### config.mk
export PLATFORM = sky130hd
export DESIGN_NAME = clam_monitor
export DESIGN_NICKNAME = d
export VERILOG_FILES = /design/src/clam_pkg.sv /design/src/clam_monitor.sv
export SDC_FILE = /design/constraint.sdc
export NUM_CORES = 1
export LEC_CHECK = 0
export BUFFER_PORTS_ARGS = -buffer_cell sky130_fd_sc_hd__buf_2
export CORE_MARGIN = 2
export CORE_UTILIZATION = 30
export CTS_BUF_LIST = sky130_fd_sc_hd__clkbuf_4 sky130_fd_sc_hd__clkbuf_8
export DETAILED_ROUTE_END_ITERATION = 16
export GPL_TIMING_DRIVEN = 0
export PLACE_DENSITY_LB_ADDON = 0.12
export SLEW_MARGIN = 40
export SYNTH_ARGS = -nofsm -noshare
export SYNTH_HDL_FRONTEND = slang
export SYNTH_SLANG_ARGS = --single-unit
### constraint.sdc
create_clock -name mclk -period 1.7 [get_ports mclk]
set_input_delay 0.17 -clock mclk [delete_from_list [all_inputs] [get_ports mclk]]
set_output_delay 0.17 -clock mclk [all_outputs]
set_load 0.1 [all_outputs]
### src/clam_pkg.sv
/*
  clam_pkg: constants and carrier types for the clock and link activity
  monitor. Assumes a host register port with active-low byte enables and
  12-bit byte addresses.
*/
package clam_pkg;

  // ----------------------------------------------------------------------
  // register map
  // ----------------------------------------------------------------------
  localparam logic [11:0] ADDR_TRIGGER   = 12'h00C;  // clock/data activity, accumulation trigger
  localparam logic [11:0] ADDR_LINK      = 12'h010;  // link group activity
  localparam logic [3:0]  BE_NONE        = 4'hF;     // all byte enables negated
  localparam int          CORE_SEEN_BIT  = 0;
  localparam int          BERT_SEEN_BIT  = 1;
  localparam int          RX_GROUP_LSB   = 0;
  localparam int          TX_GROUP_LSB   = 8;
  localparam logic [31:0] RDATA_IDLE     = 32'h0000_0000;  // unused bits and unmapped reads

  // ----------------------------------------------------------------------
  // link structure and reset values
  // ----------------------------------------------------------------------
  localparam int          NUM_LINKS      = 32;
  localparam int          GROUP_SIZE     = 4;
  localparam int          NUM_GROUPS     = 8;
  localparam int          PERF_COUNT     = 4;
  localparam int          PERF_WIDTH     = 16;
  localparam logic        FLAG_RESET     = 1'b0;

  // ----------------------------------------------------------------------
  // carriers
  // ----------------------------------------------------------------------
  typedef struct packed {
    logic        rd;    // one-cycle read strobe
    logic        wr;    // one-cycle write strobe
    logic [11:0] addr;  // byte address
    logic [3:0]  be_n;  // byte enables, active low
  } clam_bus_req_s;

  typedef struct packed {
    logic        rvalid;  // one-cycle read answer
    logic [31:0] rdata;
  } clam_bus_rsp_s;

endpackage : clam_pkg

### src/clam_monitor.sv
/*
  clam_monitor: activity flags for the core clock, the transmit test data
  input and 32 receive and transmit links, plus the accumulation trigger
  for the performance counters. Assumes all monitored pins are asynchronous
  to mclk and much slower than it; perf_event comes from mclk logic.
*/
`timescale 1ns/100ps
module clam_monitor #(
  parameter int NCNT = clam_pkg::PERF_COUNT,
  parameter int CW   = clam_pkg::PERF_WIDTH
) (
  input  wire logic                         mclk,
  input  wire logic                         rst_n,
  input  wire clam_pkg::clam_bus_req_s      bus_req,
  output      clam_pkg::clam_bus_rsp_s      bus_rsp,
  input  wire logic                         core_clock_in,
  input  wire logic                         bert_tx_data_in,
  input  wire logic [clam_pkg::NUM_LINKS-1:0] rx_link_clock,
  input  wire logic [clam_pkg::NUM_LINKS-1:0] rx_link_data,
  input  wire logic [clam_pkg::NUM_LINKS-1:0] tx_link_clock,
  input  wire logic [NCNT-1:0]              perf_event,
  output      logic                         accum_trigger,
  output      logic [NCNT-1:0][CW-1:0]      perf_counters_hold
);

  localparam int NL = clam_pkg::NUM_LINKS;
  localparam int NG = clam_pkg::NUM_GROUPS;
  localparam int GS = clam_pkg::GROUP_SIZE;

  typedef struct packed {
    logic                  core_s1, core_s2, core_prev;
    logic                  bert_s1, bert_s2, bert_prev;
    logic [NL-1:0]         rclk_s1, rclk_s2, rclk_prev;
    logic [NL-1:0]         rd_s1, rd_s2;
    logic [NL-1:0]         tx_link_clock_s1, tx_link_clock_s2, tx_link_clock_prev;
    logic [NL-1:0]         rx_low, rx_high, tx_edge;
    logic                  core_clock_seen, bert_tx_data_seen;
    logic [NG-1:0]         rx_group_seen, tx_group_seen;
    logic [NCNT-1:0][CW-1:0] cnt, hold;
    logic                  accum;
    clam_pkg::clam_bus_rsp_s rsp;
  } clam_state_s;

  clam_state_s st;
  clam_state_s next_st;
  logic        acc_ok, rd_trig, rd_link, wr_trig;
  logic        core_rise, bert_rise;
  logic [NL-1:0] rclk_rise, tx_link_clock_rise;
  logic [NG-1:0] rx_done, tx_done;

  // ----------------------------------------------------------------------
  // next-state logic
  // ----------------------------------------------------------------------
  // synchronisers, edge detection, flags, bus decode and counters
  always_comb begin
    next_st = st;
    // two-stage synchronisers; stage one feeds stage two only
    next_st.core_s1   = core_clock_in;
    next_st.core_s2   = st.core_s1;
    next_st.core_prev = st.core_s2;
    next_st.bert_s1   = bert_tx_data_in;
    next_st.bert_s2   = st.bert_s1;
    next_st.bert_prev = st.bert_s2;
    next_st.rclk_s1   = rx_link_clock;
    next_st.rclk_s2   = st.rclk_s1;
    next_st.rclk_prev = st.rclk_s2;
    next_st.rd_s1     = rx_link_data;
    next_st.rd_s2     = st.rd_s1;
    next_st.tx_link_clock_s1   = tx_link_clock;
    next_st.tx_link_clock_s2   = st.tx_link_clock_s1;
    next_st.tx_link_clock_prev = st.tx_link_clock_s2;
    core_rise = st.core_s2 & ~st.core_prev;
    bert_rise = st.bert_s2 & ~st.bert_prev;
    rclk_rise = st.rclk_s2 & ~st.rclk_prev;
    tx_link_clock_rise = st.tx_link_clock_s2 & ~st.tx_link_clock_prev;
    acc_ok  = (bus_req.be_n != clam_pkg::BE_NONE);
    rd_trig = bus_req.rd & acc_ok & (bus_req.addr == clam_pkg::ADDR_TRIGGER);
    rd_link = bus_req.rd & acc_ok & (bus_req.addr == clam_pkg::ADDR_LINK);
    wr_trig = bus_req.wr & acc_ok & (bus_req.addr == clam_pkg::ADDR_TRIGGER);
    // core clock flag: a new edge wins over a read clear
    next_st.core_clock_seen   = core_rise | (st.core_clock_seen & ~rd_trig);
    // test data flag, cleared only by a read
    next_st.bert_tx_data_seen = bert_rise | (st.bert_tx_data_seen & ~rd_trig);
    // receive evidence: data sampled at each link clock rising edge
    next_st.rx_low  = st.rx_low  | (rclk_rise & ~st.rd_s2);
    next_st.rx_high = st.rx_high | (rclk_rise & st.rd_s2);
    // transmit evidence: rising edge per link clock
    next_st.tx_edge = st.tx_edge | tx_link_clock_rise;
    rx_done = '0;
    tx_done = '0;
    for (int g = 0; g < NG; g++) begin
      rx_done[g] = &(next_st.rx_low[g*GS +: GS] & next_st.rx_high[g*GS +: GS]);
      tx_done[g] = &next_st.tx_edge[g*GS +: GS];
      // evidence restarts once its group completion is recorded
      if (rx_done[g]) begin
        next_st.rx_low[g*GS +: GS]  = '0;
        next_st.rx_high[g*GS +: GS] = '0;
      end
      if (tx_done[g]) begin
        next_st.tx_edge[g*GS +: GS] = '0;
      end
    end
    // read clears the whole register; completion in that cycle survives
    next_st.rx_group_seen = rx_done | (st.rx_group_seen & ~{NG{rd_link}});
    next_st.tx_group_seen = tx_done | (st.tx_group_seen & ~{NG{rd_link}});
    // read data layout, unused bits zero
    next_st.rsp.rvalid = bus_req.rd;
    next_st.rsp.rdata  = clam_pkg::RDATA_IDLE;
    if (rd_trig) begin
      next_st.rsp.rdata[clam_pkg::CORE_SEEN_BIT] = st.core_clock_seen;
      next_st.rsp.rdata[clam_pkg::BERT_SEEN_BIT] = st.bert_tx_data_seen;
    end else if (rd_link) begin
      next_st.rsp.rdata[clam_pkg::RX_GROUP_LSB +: NG] = st.rx_group_seen;
      next_st.rsp.rdata[clam_pkg::TX_GROUP_LSB +: NG] = st.tx_group_seen;
    end
    next_st.accum = wr_trig;
    for (int c = 0; c < NCNT; c++) begin
      if (wr_trig) begin
        // copy then restart, counting this cycle's event
        next_st.hold[c] = st.cnt[c];
        next_st.cnt[c]  = {{(CW-1){1'b0}}, perf_event[c]};
      end else begin
        next_st.cnt[c]  = st.cnt[c] + {{(CW-1){1'b0}}, perf_event[c]};
      end
    end
  end

  // ----------------------------------------------------------------------
  // state register
  // ----------------------------------------------------------------------
  // whole state clears on reset; flags start low
  always_ff @(posedge mclk or negedge rst_n) begin
    if (!rst_n) begin
      st <= '0;
    end else begin
      st <= next_st;
    end
  end

  // outputs straight from state flops
  assign bus_rsp            = st.rsp;
  assign accum_trigger      = st.accum;
  assign perf_counters_hold = st.hold;
endmodule : clam_monitor

# == After elaboration in Yosys (flattened, before gate mapping) ==
# Cells that the tools add are included.
# classes
add_sub_neg,4
n_eq_ne,3
muxes,31
bitwise,37
n_reduce_logical,16
# ops
operator,count
AND 32 bit,4
2-to-1 mux 4 bit,24
inverter 32 bit,3
bitwise OR 32 bit,3
2-to-1 mux 16 bit,5
adder 16 x 1 -> 16 bit,4
AND reduction 4 bit,16
AND 4 bit,8
AND 8 bit,2
bitwise OR 8 bit,2
2-to-1 mux 14 bit,1
"== test 12 x 4 -> 1 bit, second input constant",1
"== test 12 x 5 -> 1 bit, second input constant",1
AND 1 bit,9
inverter 8 bit,1
"!= test 4 bit, second input constant",1
inverter 1 bit,3
2-to-1 mux 2 bit,1
bitwise OR 1 bit,2
# word_totals
reg_bits,522
in_bits,122
out_inout_bits,98
elab_cells,123

# == Longest topological paths before layout ==
# logic_depth
ltp_word,7
mapped_depth,7
mapped_depth_nobuf,5

# == Least setup slack after synthesis ==
# Ideal clock, no wire load.
# synth_timing
path_type,register -> register
startpoint,register st[114] in the netlist's numbering
endpoint,register st[129] in the netlist's numbering
setup_ns,0.073
arrival_time_ns,1.658
required_ns,1.627
slack_ns,-0.031
stages_incl_launch_ff,6
n_path_buf,0
period_less_slack_ns,1.731
cell_sequence,dfrtp_1 ha_1 inv_1 or4_4 or3_1 a21oi_2
# synth_lines
element,line,text
"start, declared",clam_monitor.sv:44,clam_state_s st;
"start signal, assigned",clam_monitor.sv:136,st <= next_st;

==> results.md <==
Outcome:
- The run finished, with violations left.
- The checks that failed: hold timing.

GRT:
- For met2 alone, demand over resource in global routing was 0.189.
- The number of global-route vias before repair was 11800.
- The initial antenna violation count came to 5.
- The global-route usage over all layers is 0.119.
- The total global routing overflow is 0.
- In this run the most used layer during global routing was met2.
- The first global-routing pass estimated around 60000 um of wire.
- The met3 demand-to-capacity share in global routing is 0.0355.
- The fraction of met1 tracks used by global routing is 0.150.
- The pin count of the biggest net entering global routing is 73.

Power and ir drop:
- The internal power component is 23.9 mW.
- In this run the static leakage power is 11.7 nW.
- The combinational cell fraction of total power is 0.129.
- The maximum resistive drop on vdd is 617 uV.
- The share of total power dissipated in sequential elements is 0.477.
- Summing internal, switching and leakage power gives approximately 33 mW.
- For this design the ratio of total power to cell area is 1320 mW/mm2.
- The switching share of total power is 0.265.
- Of the total power, the clock network draws 0.394.
- The net load switching power is 8.62 mW.

Setup path:
- The worst path required time is between 2 and 2.5 ns.
- The endpoint class of the critical path is a flip-flop.
- The worst register-to-register path begins at st[146]$_DFF_PN0_.
- The startpoint of the worst setup timing path is st[146]$_DFF_PN0_.
- The critical setup path kind is reg -> reg.
- Of all nets on the critical path, the largest fanout is 4.
- STA classifies the critical path startpoint as a flip-flop.
- For the worst setup path, the data arrival time is 2.29 ns.

Detailed routing:
- Once detail routing completed, the nets flagged for antenna violations numbered 0.
- The routed wire length is 36900 um.
- The via-per-instance ratio is 4.12.
- For this run, the detailed router's first-pass iteration total came to 4.
- After detailed routing, the number of remaining DRC violations is 0.
- The vias after detailed routing is between 10000 and 15000.
- In the final routed layout, each cell accounts on average for 13.4 um.
- The first routing iteration left 378 violations.

Synth:
- The share of async-settable or async-resettable flops after synthesis is 1.00.
- The number of warning messages in the yosys log is 0.
- The instance count of the mapped netlist is between 1000 and 1500.
- In this run the mean area of a mapped cell was around 13 um2.
- The fraction of synthesized cell area taken by the top area cell type is 0.701.
- Synthesis instantiated 39 different standard cells from the library.
- The cell type contributing the most total cell area after synthesis is dfrtp_1.
- The mapped netlist covers 0.0186 mm2.
- In the post-synthesis netlist, the cell with the most instances is dfrtp_1.
- The leading register cell type out of synthesis is dfrtp_1.
- The synthesized design contains ~520 register bits.
- In this run, synthesis inferred 0 flip-flops with an integrated enable.
- The part of the Yosys area used for sequential elements is 0.701.
- After synthesis, the cell types taking the most area are dfrtp_1 70%, mux2_2 4.1%, buf_4 3.9%, nor2_1 3.2%, o21a_1 2.6%.
- Counting instances in the post-synthesis netlist gives the leading cell types as 522 x dfrtp_1, 157 x nor2_1, 98 x buf_4, 71 x inv_1, 68 x mux2_2.

Clocking:
- The tree built by TritonCTS fans out to 522 sinks.
- The maximum clock path buffer count is 3.
- The CTS tree is done.
- Counting the buffers created by CTS gives 94.
- The clock insertion delay at the later pin of the skew report is 0.68 ns.
- The root buffer cell is clkbuf_8.
- The clock-pin slew on the worst setup and hold paths is 0.06 ns.
- The H-tree was split into 3 levels.

Floorplan:
- The initial core utilization is 0.303.
- During I/O placement, the number of pins put on the boundary was 220.
- The number of placement rows is 91.
- The horizontal die dimension is 253 um.
- The die covers around 0.064 mm2.
- The total area inside the core boundary comes to 0.0616 mm2.
- The die extent in y is around 250 um.

Cells and area:
- The register cell area after layout is between 0.01 and 0.015 mm2.
- The signed area change from the synthesized netlist to the final layout is 32.4%.
- For this run, the share of the core covered by cells in the final layout is 0.401.
- The share of post-route cells with drive strength above 1 is 0.317.
- Fill cells in the final layout number 5941.
- The area of the multi-input gates is about 0.0046 mm2.
- The layout net count is 1971.

Min path:
- The worst hold path class is in -> async.

STA:
- The total setup violations reported at the end of the flow is 0.
- The number of pins exceeding their max-slew limit in the final report is 0.
- Dividing the final minimum period by the clock period gives 0.991.
- Setup repair after global routing could not meet its margin everywhere.
- The highest clock frequency the design can meet is approximately 0.59 GHz.
- Across the routed clock network, the largest skew measured is 0.0313 ns.
- The remaining max-slew budget at the tightest pin is 0.483.
- The transition time at the pin with the least slew margin is 0.768 ns.
- Hold timing on the final database bottoms out at a slack of -0.00173 ns.
- The count of endpoints failing hold in the final timing report is 1.
- The clock period minus final worst setup slack is 1.68 ns.

Placed design:
- The wire-length estimate of the detail-placed layout is 24500 um.
- At the end of routability-driven placement, the weighted congestion stood at roughly 0.76.
- In this run the tool buffered the top-level ports with 203 buffer cells.

Run:
- Across the run, the number of max-cap violations was 0.
-- final cells by class --
class	count	share of cell area
inverters	71	0.0108
multi-input cells	705	0.187
repair buffers	332	0.108
clock buffers	154	0.0788
clock inverters	15	0.00746
flip-flops and latches	522	0.530
well taps	837	0.0424
plain buffers	115	0.0348
diodes	3	0.000304
-- per-stage QoR --
stage / TNS, ns / hold slack, ns / worst slack [ns] / area (um2) / cells
6_report: 0 / -0.00173 / 0.0159 / 24700 / 2754
3_3_place_gp: -5551.72 / 0.278 / -10.41 / 20800 / 2453
3_5_place_dp: -120.17 / 0.133 / -0.870 / 21000 / 2461
4_1_cts: -0.0599 / -0.0419 / -0.0573 / 24600 / 2746
5_1_grt: -0.0676 / -0.0391 / -0.0354 / 24700 / 2754
2_1_floorplan: 0 / -0.126 / 0.0221 / 18700 / 1413
-- worst paths after layout --
check,endpoint,slack [ns],depth (start not counted)
max,st[161]$_DFF_PN0_,0.02,5
min,st[391]$_DFF_PN0_,-0.002,2
min reg2reg,next_st[466]$_DFF_PN0_,0.32,0
max reg2reg,st[161]$_DFF_PN0_,0.02,5
max in group asynchronous,bus_rsp[9]$_DFF_PN0_,0.50,5
min in group mclk,bus_rsp[15]$_DFF_PN0_,0.09,5
-- cells in the final DEF (no fill, tap or decap), types with 35 or more instances in the layout --
master / count
dfrtp_1: 513
o21ai_0: 42
dlygate4sd3_1: 108
a21oi_1: 35
inv_1: 70
mux2_2: 68
nand2_1: 58
nand4_1: 35
buf_4: 180
buf_2: 127
clkbuf_8: 126
o21a_1: 64
nor2_1: 156
-- flip-flops by register name, indices dropped and copies added (netlist names) --
register            cells
bus_rsp                17
st                    276
perf_counters_hold     64
accum_trigger           1
next_st               164
-- logic make-up after synthesis --
kind of cell / count (synthesis) / synth area share
xor gates and xnor gates: 55 / 0.0258
AOI/OAI and AO/OA: 158 / 0.0535
other: 1 / 0.000201
adders and majority gates: 8 / 0.00537
DFF: 522 / 0.701
buffers and inverters: 186 / 0.0604
and+or+nand+nor: 368 / 0.0955
muxes: 100 / 0.0583
-- metal layers --
layer / part of all wire / vias to the layer above
met5: 0.00032 / -
met4: 0.033 / 2
met3: 0.051 / 93
met2: 0.47 / 230
met1: 0.44 / 5559
li1: - / 5453
-- timing repair --
action	CTS	global route
gates resized for setup	103	17
pin swaps	6	7
buffers inserted	9	4
setup endpoints to repair	218	130
hold buffers	107	1
hold endpoints to repair	350	10
-- worst max-delay path: stages, from the launching register on --
cell and delay [ns]:
dfrtp_1 0.42, ha_4 0.18, nand4_1 0.18, or2_4 0.30, or4_4 0.42, a21oi_2 0.13
-- power groups by stage --
stage                     clock, mW  sequential, mW  combinational (mW)
after global routing           14.0            15.8                4.82
after CTS                      13.4            15.5                4.24
after detailed placement          0            15.7                3.88
after global placement            0            15.6                3.68
after floorplan                   0            15.4                2.80
final                          12.8            15.5                4.19
Power figures use the tool's default switching activity.
